## config.mk

```make
export PLATFORM = sky130hd
export DESIGN_NAME = npic_top
export DESIGN_NICKNAME = d
export VERILOG_FILES = /design/src/shared/npic_pkg.sv /design/src/shared/npic_strobe_if.sv /design/src/verilog/npic_prio_enc.sv /design/src/verilog/npic_seq.sv /design/src/verilog/npic_top.sv
export SDC_FILE = /design/constraint.sdc
export NUM_CORES = 1
export LEC_CHECK = 0
export ABC_CLOCK_PERIOD_IN_PS = 3400
export BUFFER_PORTS_ARGS = -buffer_cell sky130_fd_sc_hd__buf_2
export CAP_MARGIN = 15
export CORE_UTILIZATION = 41
export DETAILED_ROUTE_END_ITERATION = 10
export MAX_ROUTING_LAYER = met4
export PLACE_DENSITY = 0.58
export REMOVE_ABC_BUFFERS = 1
export SYNTH_ARGS = -nofsm -noshare
export SYNTH_HDL_FRONTEND = slang
export SYNTH_SLANG_ARGS = --single-unit
```

## constraint.sdc

```tcl
create_clock -name i_ref_clk -period 3.4 [get_ports i_ref_clk]
set_input_delay 0.17 -clock i_ref_clk [delete_from_list [all_inputs] [get_ports i_ref_clk]]
set_output_delay 0.17 -clock i_ref_clk [all_outputs]
set_load 0.02 [all_outputs]
```

## src/shared/npic_pkg.sv

```systemverilog
package npic_pkg;
    // Request lines: a higher index outranks a lower one
    localparam int NUM_REQ = 8;
    localparam int IDX_W   = 3;
    localparam int DATA_W  = 8;
    localparam int ADDR_W  = 4;
    localparam int EVT_W   = 4;

    typedef logic [NUM_REQ-1:0] npic_vec_t;
    typedef logic [IDX_W-1:0]   npic_idx_t;
    typedef logic [DATA_W-1:0]  npic_data_t;
    typedef logic [ADDR_W-1:0]  npic_addr_t;

    // Register offsets
    localparam npic_addr_t ADDR_PEND   = 4'h0;
    localparam npic_addr_t ADDR_PRIO   = 4'h1;
    localparam npic_addr_t ADDR_ACT    = 4'h2;
    localparam npic_addr_t ADDR_CTRL   = 4'h3;
    localparam npic_addr_t ADDR_EVT    = 4'h4;
    localparam npic_addr_t ADDR_MASK   = 4'h5;
    localparam npic_addr_t ADDR_REQ_EN = 4'h6;

    // Field positions
    localparam int CTRL_IE_BIT   = 0;
    localparam int EVT_DISPATCH  = 0;
    localparam int EVT_RTI_DONE  = 1;
    localparam int EVT_NEW_REQ   = 2;
    localparam int EVT_RTI_EMPTY = 3;

    // Reset values
    localparam logic       RST_IE     = 1'b0;
    localparam logic [EVT_W-1:0] RST_MASK = 4'h0;
    localparam npic_vec_t  RST_REQ_EN = 8'hff;

    // Instruction cycle length in reference clocks; the return
    // sequence needs three of them, so this must stay at four or more
    localparam int DIV_W = 3;
    localparam logic [DIV_W-1:0] INSTR_DIV = 3'h4;

    typedef enum logic [1:0] {
        SEQ_IDLE,
        SEQ_CLR,
        SEQ_P2P,
        SEQ_P2A
    } npic_seq_e;
endpackage : npic_pkg

```

## src/shared/npic_strobe_if.sv

```systemverilog
`timescale 1ns/1ps
interface npic_strobe_if;
    logic tick;
    logic rti_req;
    logic clr_stb;
    logic p2p_stb;
    logic p2a_stb;
    logic rti_done;

    modport seq (
        input  tick,
        input  rti_req,
        output clr_stb,
        output p2p_stb,
        output p2a_stb,
        output rti_done
    );

    modport ctl (
        output tick,
        output rti_req,
        input  clr_stb,
        input  p2p_stb,
        input  p2a_stb,
        input  rti_done
    );
endinterface : npic_strobe_if

```

## src/verilog/npic_prio_enc.sv

```systemverilog
`timescale 1ns/1ps
module npic_prio_enc
    import npic_pkg::*;
(
    // Flags in
    input  wire npic_pkg::npic_vec_t i_vec,
    // Highest flag out
    output      npic_pkg::npic_vec_t o_onehot,
    output      npic_pkg::npic_idx_t o_idx,
    output logic                     o_any
);
    // Upper index wins, so line four beats line two
    always_comb begin
        o_onehot = '0;
        o_idx    = '0;
        o_any    = 1'b0;
        for (int i = 0; i < NUM_REQ; i++) begin
            if (i_vec[i]) begin
                o_onehot = '0;
                o_onehot[i] = 1'b1;
                o_idx    = npic_idx_t'(i);
                o_any    = 1'b1;
            end
        end
    end
endmodule : npic_prio_enc

```

## src/verilog/npic_seq.sv

```systemverilog
`timescale 1ns/1ps
module npic_seq
    import npic_pkg::*;
(
    // Clock and reset
    input  wire logic    i_ref_clk,
    input  wire logic    i_reset_n,
    // Strobe group
    npic_strobe_if.seq   sif
);
    npic_seq_e state;
    logic      in_rti;

    // Fixed order clear, load, update; no gate from the enable flag
    // or the core's instruction can shorten or drop the load strobe
    always_ff @(posedge i_ref_clk or negedge i_reset_n) begin
        if (!i_reset_n) begin
            state  <= SEQ_IDLE;
            in_rti <= 1'b0;
        end else begin
            case (state)
                SEQ_IDLE: begin
                    if (sif.tick) begin
                        in_rti <= sif.rti_req;
                        state  <= sif.rti_req ? SEQ_CLR : SEQ_P2P;
                    end
                end
                SEQ_CLR: state <= SEQ_P2P;
                SEQ_P2P: state <= SEQ_P2A;
                SEQ_P2A: begin
                    state  <= SEQ_IDLE;
                    in_rti <= 1'b0;
                end
                default: state <= SEQ_IDLE;
            endcase
        end
    end

    assign sif.clr_stb  = (state == SEQ_CLR);
    assign sif.p2p_stb  = (state == SEQ_P2P);
    assign sif.p2a_stb  = (state == SEQ_P2A);
    // Done three cycles after the tick, inside one instruction slot
    assign sif.rti_done = (state == SEQ_P2A) && in_rti;
endmodule : npic_seq

```

## src/verilog/npic_top.sv

```systemverilog
// Chosen here: the placing of the registers and the strobed register port.
`timescale 1ns/1ps
module npic_top
    import npic_pkg::*;
(
    // Clock and reset
    input  wire logic                 i_ref_clk,
    input  wire logic                 i_reset_n,
    // Peripheral requests
    input  wire npic_pkg::npic_vec_t  i_req,
    // Core instruction strobes
    input  wire logic                 i_return_from_interrupt,
    input  wire logic                 i_disable_interrupts_instr,
    input  wire logic                 i_enable_interrupts_function,
    // Core vector and status
    output logic                      o_vector_valid,
    output npic_pkg::npic_idx_t       o_vector,
    output logic                      o_rti_done,
    output logic                      o_int_enable,
    // Register port
    input  wire npic_pkg::npic_addr_t i_addr,
    input  wire npic_pkg::npic_data_t i_wdata,
    input  wire logic                 i_wr,
    input  wire logic                 i_rd,
    output npic_pkg::npic_data_t      o_rdata,
    output logic                      o_irq
);
    import npic_pkg::*;

    npic_vec_t        pending;
    npic_vec_t        priority_reg;
    npic_vec_t        active;
    npic_vec_t        req_en;
    logic [EVT_W-1:0] evt;
    logic [EVT_W-1:0] evt_mask;
    logic [EVT_W-1:0] next_evt;
    logic [DIV_W-1:0] div_cnt;
    logic             rti_pend;
    logic             race_grant;

    npic_vec_t        req_in;
    npic_vec_t        new_req;
    npic_vec_t        pend_top;
    logic             pend_any;
    npic_idx_t        act_idx;
    logic             act_any;
    npic_idx_t        prio_idx;
    logic             prio_any;
    npic_idx_t        new_idx;
    logic             new_any;
    logic             new_outranks;
    npic_data_t       ctrl_word;
    logic             outranks;
    logic             may_dispatch;
    logic             dispatch;
    logic             rd_evt;

    npic_strobe_if sif ();

    // Strobe sequencer
    npic_seq u_seq (
        .i_ref_clk (i_ref_clk),
        .i_reset_n (i_reset_n),
        .sif       (sif)
    );

    // Decoders on pending, active and the priority register itself
    npic_prio_enc u_pend_enc (
        .i_vec    (pending),
        .o_onehot (pend_top),
        .o_idx    (),
        .o_any    (pend_any)
    );

    npic_prio_enc u_act_enc (
        .i_vec    (active),
        .o_onehot (),
        .o_idx    (act_idx),
        .o_any    (act_any)
    );

    npic_prio_enc u_prio_enc (
        .i_vec    (priority_reg),
        .o_onehot (),
        .o_idx    (prio_idx),
        .o_any    (prio_any)
    );

    // Top of the lines that latch in this very cycle
    npic_prio_enc u_new_enc (
        .i_vec    (new_req),
        .o_onehot (),
        .o_idx    (new_idx),
        .o_any    (new_any)
    );

    // Instruction cycle divider
    always_ff @(posedge i_ref_clk or negedge i_reset_n) begin
        if (!i_reset_n) begin
            div_cnt <= '0;
        end else if (div_cnt == INSTR_DIV - 3'h1) begin
            div_cnt <= '0;
        end else begin
            div_cnt <= div_cnt + 3'h1;
        end
    end

    // The sequencer is idle again before the next tick can arrive
    assign sif.tick    = (div_cnt == INSTR_DIV - 3'h1);
    assign sif.rti_req = rti_pend;

    // Return request waits for the next instruction slot
    // Only one may be outstanding; the core waits for done
    always_ff @(posedge i_ref_clk or negedge i_reset_n) begin
        if (!i_reset_n) begin
            rti_pend <= 1'b0;
        end else if (i_return_from_interrupt) begin
            rti_pend <= 1'b1;
        end else if (sif.tick) begin
            rti_pend <= 1'b0;
        end
    end

    assign req_in  = i_req & req_en;
    assign new_req = req_in & ~pending;
    assign new_outranks = new_any && (!act_any || (new_idx > act_idx));

    // Pending: set wins over the clear in the same cycle
    always_ff @(posedge i_ref_clk or negedge i_reset_n) begin
        if (!i_reset_n) begin
            pending <= '0;
        end else if (sif.clr_stb) begin
            pending <= (pending & ~priority_reg) | req_in;
        end else begin
            pending <= pending | req_in;
        end
    end

    // Priority register: one-hot of the top pending flag
    // Limitation: the idle reload runs with interrupts off too, so a
    // return then clears the top pending line even if it never went active
    always_ff @(posedge i_ref_clk or negedge i_reset_n) begin
        if (!i_reset_n) begin
            priority_reg <= '0;
        end else if (sif.p2p_stb) begin
            priority_reg <= pend_top;
        end
    end

    // Strict outranking keeps equal and lower levels locked out
    assign outranks     = prio_any && (!act_any || (prio_idx > act_idx));
    assign may_dispatch = o_int_enable || race_grant;
    assign dispatch     = sif.p2a_stb && outranks && may_dispatch;

    // Active: clear only the marked bit, add only on outranking
    always_ff @(posedge i_ref_clk or negedge i_reset_n) begin
        if (!i_reset_n) begin
            active <= '0;
        end else if (sif.clr_stb) begin
            active <= active & ~priority_reg;
        end else if (dispatch) begin
            active <= active | priority_reg;
        end
    end

    // A request that meets the disable keeps its right to vector, but
    // only one that outranks the running routine; a lower one would
    // otherwise slip in later while interrupts are still off
    always_ff @(posedge i_ref_clk or negedge i_reset_n) begin
        if (!i_reset_n) begin
            race_grant <= 1'b0;
        end else if (i_disable_interrupts_instr && o_int_enable && new_outranks) begin
            race_grant <= 1'b1;
        end else if (dispatch || !pend_any) begin
            race_grant <= 1'b0;
        end
    end

    // Global enable: the return sequence has no path into it
    always_ff @(posedge i_ref_clk or negedge i_reset_n) begin
        if (!i_reset_n) begin
            o_int_enable <= RST_IE;
        end else if (i_disable_interrupts_instr) begin
            o_int_enable <= 1'b0;
        end else if (i_enable_interrupts_function) begin
            o_int_enable <= 1'b1;
        end else if (i_wr && (i_addr == ADDR_CTRL)) begin
            o_int_enable <= i_wdata[CTRL_IE_BIT];
        end
    end

    // Vector to the core
    always_ff @(posedge i_ref_clk or negedge i_reset_n) begin
        if (!i_reset_n) begin
            o_vector_valid <= 1'b0;
            o_vector       <= '0;
        end else begin
            o_vector_valid <= dispatch;
            if (dispatch) begin
                o_vector <= prio_idx;
            end
        end
    end

    always_ff @(posedge i_ref_clk or negedge i_reset_n) begin
        if (!i_reset_n) begin
            o_rti_done <= 1'b0;
        end else begin
            o_rti_done <= sif.rti_done;
        end
    end

    // Software registers
    always_ff @(posedge i_ref_clk or negedge i_reset_n) begin
        if (!i_reset_n) begin
            evt_mask <= RST_MASK;
        end else if (i_wr && (i_addr == ADDR_MASK)) begin
            evt_mask <= i_wdata[EVT_W-1:0];
        end
    end

    always_ff @(posedge i_ref_clk or negedge i_reset_n) begin
        if (!i_reset_n) begin
            req_en <= RST_REQ_EN;
        end else if (i_wr && (i_addr == ADDR_REQ_EN)) begin
            req_en <= i_wdata;
        end
    end

    // Event flags: a read clears, a coinciding event still sets
    assign rd_evt = i_rd && (i_addr == ADDR_EVT);

    always_comb begin
        next_evt = rd_evt ? '0 : evt;
        if (dispatch) begin
            next_evt[EVT_DISPATCH] = 1'b1;
        end
        if (sif.rti_done) begin
            next_evt[EVT_RTI_DONE] = 1'b1;
        end
        if (new_req != '0) begin
            next_evt[EVT_NEW_REQ] = 1'b1;
        end
        if (sif.clr_stb && !prio_any) begin
            next_evt[EVT_RTI_EMPTY] = 1'b1;
        end
    end

    always_ff @(posedge i_ref_clk or negedge i_reset_n) begin
        if (!i_reset_n) begin
            evt <= '0;
        end else begin
            evt <= next_evt;
        end
    end

    always_ff @(posedge i_ref_clk or negedge i_reset_n) begin
        if (!i_reset_n) begin
            o_irq <= 1'b0;
        end else begin
            o_irq <= |(next_evt & evt_mask);
        end
    end

    // Control word assembled from its field positions
    always_comb begin
        ctrl_word              = '0;
        ctrl_word[CTRL_IE_BIT] = o_int_enable;
    end

    // Read data stands only in the cycle after the strobe
    always_ff @(posedge i_ref_clk or negedge i_reset_n) begin
        if (!i_reset_n) begin
            o_rdata <= '0;
        end else if (i_rd) begin
            case (i_addr)
                ADDR_PEND:   o_rdata <= pending;
                ADDR_PRIO:   o_rdata <= priority_reg;
                ADDR_ACT:    o_rdata <= active;
                ADDR_CTRL:   o_rdata <= ctrl_word;
                ADDR_EVT:    o_rdata <= {4'h0, evt};
                ADDR_MASK:   o_rdata <= {4'h0, evt_mask};
                ADDR_REQ_EN: o_rdata <= req_en;
                default:     o_rdata <= '0;
            endcase
        end else begin
            o_rdata <= '0;
        end
    end
endmodule : npic_top

```

==> flow_summary.yaml, run 1 <==
sta:
  skew_ns: 0.00340
  tns_ns: 0
  maxSlewHeadroom: 0.428
  tightest_slew_ns: 0.856
  max_clock_freq_mhz: 345
  rsz0062_at_grt: "no"
  hold_violations: 0
  setup_violations: 0
  fin_crit_ns: 2.90
  period_share: 0.853
  drv_slew: 0
clocking:
  postCtsHoldBufs: 3
  clockBufferDepth: 2
  postCtsSetupBuffers: 0
  root_buffer: "clkbuf_8"
  cts_resized: 0
  cts_buffers: 9
  clk_pin_slew_ns: 0.07
  clk_latency_ns: 0.34
  tritoncts: "built"
  h-tree-depth: 3
  cts.sinks: 63
placement:
  postPlaceCellArea_um2: 3530
  dp.cells: 456
  dp_hpwl_um: 5970
  place_congestion: 0.878
  io_buffers: 41
synth:
  syn_avg_cell_area_um2: 10.0
  ys.flop_type: "dfrtp_1"
  post-synth-top-area-cell: "dfrtp_1"
  synth_top_area_share: 0.426
  synth_area_um2: 3230
  synth_cells: 322
  ys_top_cells_by_area: "dfrtp_1, dfstp_2, mux2_2, nand2_1, nor2_1"
  synth-seq-cells: 63
  yosysSeqAreaShare: 0.491
  synth.distinct_cells: 58
  synth_edf_count: 0
  synth-warning-count: 0
  async_flop_share: 1.00
cells_and_area:
  drive_above_1_share: 0.252
  areaGrowthSynthToFinish_pct: 17.7
  n_fill_cell: 754
  nNetsFinal: 405
  diodes: 0
  finalInstanceArea_um2: 3800
  instances_no_fill: 475
floorplan:
  io-pin-count: 42
  start_util: 0.421
  dieHeight_um: 90.8
  die_area_um2: 8240
  core_um2: 7690
  die_x_um: 90.8
  std_cell_rows: 32
setup_path:
  r2r_slack_ns: 0.50
  cp-end-kind: "flip-flop"
  cp_max_fo: 9
  reg2regPathDepth: 12
  arrival_ns: 3.13
  cp.required_ns: 3.63
  timing_worst_setup_path_type: "reg2reg"
  startpoint_type: "flip-flop"
pwr:
  ir_drop_v: 0.000444
  p_per_area_nw_per_um2: 805
  leakagePower_uw: 0.00173
grt:
  antenna_found_initial: 0
  grt_use_total: 0.208
  gr-total-overflow: 0
  grt_pass1_vias: 2445
  grt_pass1_wl_um: 12700
  grt_max_degree: 25
flow_run:
  drv_cap: 0
outcome:
  failed_checks: "DRC"
  status: "finished with violations"
drt:
  initialDrtViolationCount: 241
  num_vias: 2594
  drt-wirelength-per-cell_um: 16.6
  avgViaCountPerCell: 5.46
  drc_errors: 1
  drt_pre_antenna_iters: 8
  routed_wl_um: 7880
  detail-route-antenna-nets: 0
worst_hold_path:
  hp-class: "in2reg"
  worstHoldPathCells: 3
kinds of logic (layout without fill, tap and decap cells):
logic type,count (synthesis),count (layout),share of synthesized area
simple gates,114,114,0.173
mux,22,22,0.0786
flops,63,63,0.491
fa+ha+maj,11,11,0.0422
compound gates,81,81,0.176
buf+inv,31,82,0.0395
final timing paths:
check                               endpoint                          from
worst max-delay path             o_vector[2]               priority_reg[1]
worst max register to register   o_vector[2]               priority_reg[1]
max in group asynchronous          req_en[7]                     i_reset_n
min in group asynchronous        evt_mask[2]                     i_reset_n
worst min register to register    div_cnt[0]                    div_cnt[0]
worst min-delay path            o_int_enable  i_enable_interrupts_function
Yosys cell counts, types with 4 or more instances:
| cell | n |
|---|---|
| dfrtp_1 | 55 |
| ha_1 | 10 |
| a31oi_1 | 10 |
| inv_1 | 19 |
| o21ai_0 | 15 |
| nand3_1 | 12 |
| and3b_1 | 4 |
| nor2_1 | 34 |
| nor3_1 | 5 |
| nand2_1 | 36 |
| mux2i_1 | 7 |
| nand2b_1 | 4 |
| a222oi_1 | 4 |
| mux2_2 | 13 |
| a21oi_1 | 16 |
| a22o_1 | 9 |
| nor2b_1 | 4 |
| clkbuf_1 | 8 |
| dfstp_2 | 8 |
worst max-delay path, stage by stage, from the launching register on:
cell and delay (ns):
dfrtp_1 0.48, inv_1 0.10, o21ai_0 0.19, a21oi_1 0.09, nor2_1 0.10, nor2_1 0.06
ha_1 0.31, or2_2 0.30, maj3_2 0.33, o211ai_4 0.31, nand2_4 0.12, inv_4 0.11
mux2_4 0.29
metrics by stage:
step	hold WS (ns)	total power (uW)	setup WS, ns	util
after floorplan	-0.126	1950	0.801	-
after global placement	0.129	2250	0.548	0.459
after detailed placement	0.128	2270	0.493	0.459
after CTS	0.0465	3080	0.488	0.495
after global routing	0.0563	3260	0.326	0.495
final	0.0565	3060	0.500	0.495
where the power goes:
part,switching (uW),internal (uW)
registers,201,944
clock network,313,489
logic,638,480
per-layer routing:
| metal | share of wire | GRT usage | up-vias |
|---|---|---|---|
| met1 | 0.48 | 0.285 | 1253 |
| met3 | 0.052 | 0.0530 | 7 |
| met5 | 0 | - | - |
| li1 | - | - | 1251 |
| met4 | 0.015 | 0.0714 | 0 |
| met2 | 0.46 | 0.300 | 83 |
cells in the final DEF (no fill, tap or decap), types with 2 or more instances in the layout:
cell type	instances
dfrtp_1	55
buf_2	41
nand2_1	36
nor2_1	34
inv_1	19
a21oi_1	16
o21ai_0	15
mux2_2	13
nand3_1	12
a31oi_1	10
ha_1	10
a22o_1	9
clkbuf_8	9
dfstp_2	8
mux2i_1	7
nor3_1	5
nand2b_1	4
a222oi_1	4
nor2b_1	4
and3b_1	4
nand3b_1	3
o22ai_1	3
a21o_1	3
bufinv_16	3
dlygate4sd3_1	3
o21a_1	2
nor4_1	2
or2_2	2
a211oi_1	2
buf_4	2
cell type report:
cell class | instances | area [um2] | area share
Clock buffer | 9 | 124 | 0.0326
Clock inverter | 7 | 120 | 0.0316
Inverter | 20 | 77.6 | 0.0204
Multi-Input combinational cell | 228 | 1520 | 0.399
Sequential cell | 63 | 1590 | 0.417
Tap cell | 102 | 128 | 0.0335
Timing Repair Buffer | 46 | 250 | 0.0658
(Power assumes the default switching activity.)
==> inputs of run 2 (changes only) <==
Settings changed: ABC_CLOCK_PERIOD_IN_PS 3400 to 2670.
Clock period 3.4 ns to 2.67 ns, I/O delays scaled along.
==> flow_summary.yaml, run 2 (synthesized netlist as in run 1, its figures left out) <==
worst_hold_path:
  hp-class: "in2reg"
clocking:
  cts_buffers: 9
  clockBufferDepth: 2
  tritoncts: "built"
  clk_pin_slew_ns: 0.07
  cts.sinks: 63
  h-tree-depth: 3
  clk_latency_ns: 0.34
  root_buffer: "clkbuf_8"
floorplan:
  die_area_um2: 8240
  io-pin-count: 42
  die_x_um: 90.8
  dieHeight_um: 90.8
  std_cell_rows: 32
  core_um2: 7690
  start_util: 0.421
cells_and_area:
  regArea_um2: 1590
  drive_above_1_share: 0.282
  n_fill_cell: 741
  finalInstanceArea_um2: 3870
  final_common_cell: "dfrtp_1"
  multi_input_area_um2: 1530
  nNetsFinal: 418
  final_core_util: 0.504
  diodes: 0
  final_cell_mix: "dfrtp_1, buf_2, nand2_1"
  areaGrowthSynthToFinish_pct: 19.7
setup_path:
  cp.required_ns: 2.90
  cp_num_buf_inv: 2
  slowest_stage: "dfrtp_1"
  cp-end-kind: "flip-flop"
  arrival_ns: 2.79
  crit_chain: "inv_1, o21ai_1, a21oi_1, nor2_1, nor2_2, ha_1, or2_2, maj3_2, o211ai_4, nand2_4, inv_4, mux2_4"
  max_stage_delay_ns: 0.35
  timing_worst_setup_path_type: "reg2reg"
  startpoint_type: "flip-flop"
  crit_family: "adder cells"
  cp_max_fo: 4
placement:
  place_congestion: 0.841
  dp_hpwl_um: 5850
  postPlaceCellArea_um2: 3600
  io_buffers: 41
drt:
  initialDrtViolationCount: 160
  num_vias: 2655
  drc_errors: 1
  drt-wirelength-per-cell_um: 16.4
  detail-route-antenna-nets: 0
  avgViaCountPerCell: 5.44
  routed_wl_um: 8020
  drt_pre_antenna_iters: 7
sta:
  period_share: 0.956
  maxSlewHeadroom: 0.522
  fin_crit_ns: 2.55
  rsz0062_at_grt: "yes"
  finalHoldWorstSlack_ns: 0.00972
  hold_violations: 0
  max_clock_freq_mhz: 392
  drv_slew: 0
  setup_violations: 0
  skew_ns: 0.00986
  tightest_slew_ns: 0.716
grt:
  gr-total-overflow: 0
  grt_pass1_wl_um: 13200
  antenna_found_initial: 0
  grt_pass1_vias: 2589
  grt_max_degree: 64
  grt_use_total: 0.214
pwr:
  p_seq_frac: 0.373
  p_sw_uw: 1480
  p_clk_frac: 0.211
  ir_drop_v: 0.000524
  leakagePower_uw: 0.00177
  comb_power_share: 0.416
  p_sw_frac: 0.387
  p_per_area_nw_per_um2: 988
  internal_power_uw: 2350
outcome:
  failed_checks: "DRC"
  status: "finished with violations"
flow_run:
  drv_cap: 0
[run 2: final timing paths]
path	slack, ns	end	depth (start not counted)	start
setup / recovery	0.12	o_vector[2]	12	priority_reg[1]
hold / removal	0.01	o_int_enable	3	i_enable_interrupts_function
setup reg to reg	0.12	o_vector[2]	12	priority_reg[1]
hold reg to reg	0.44	div_cnt[0]	1	div_cnt[0]
max in group asynchronous	1.99	req_en[1]	3	i_reset_n
min in group asynchronous	0.31	evt_mask[0]	3	i_reset_n
[run 2: worst register-to-register path: cells and delay by family (launching register included)]
kind	cells	cell delay, ns
compound gates	3	0.45
fa+ha+maj	2	0.63
buf+inv	2	0.13
flops	1	0.35
mux	1	0.29
simple gates	4	0.60
[run 2: repair_timing]
| item | CTS | global route |
|---|---|---|
| buffers inserted | 0 | 6 |
| hold buffers | 3 | 0 |
| resized for setup | 0 | 4 |
| endpoints found under the hold margin | 57 | 0 |
| endpoints found under the setup margin | 0 | 10 |
[run 2: layout make-up]
| type | instances | share of cell area |
|---|---|---|
| Clock inverter | 6 | 0.0162 |
| Clock buffer | 10 | 0.0330 |
| Timing Repair Buffer | 59 | 0.0931 |
| Inverter | 20 | 0.0200 |
| Multi-Input combinational cell | 228 | 0.395 |
| Tap cell | 102 | 0.0330 |
| Sequential cell | 63 | 0.410 |
[run 2: through the flow]
| step | worst slack [ns] | total power [uW] | setup TNS (ns) | cells |
|---|---|---|---|---|
| after floorplan | 0.0715 | 2480 | 0 | 311 |
| after global placement | 0.116 | 2920 | 0 | 463 |
| after detailed placement | 0.0666 | 2950 | 0 | 463 |
| after CTS | 0.0579 | 3780 | 0 | 482 |
| after global routing | -0.000711 | 4100 | -0.000711 | 488 |
| final | 0.118 | 3830 | 0 | 488 |
[run 2: power by group through the flow]
stage,sequential (uW),clock (uW),combinational [uW]
3_5_place_dp,1440,0,1520
5_1_grt,1460,869,1770
3_3_place_gp,1430,0,1490
4_1_cts,1420,831,1530
6_report,1430,809,1590
2_1_floorplan,1430,0,1040
[run 2: layer usage]
layer	GRT usage	part of all wire
met5	-	0
met4	0.0847	0.014
met3	0.0379	0.054
met2	0.316	0.45
met1	0.292	0.48
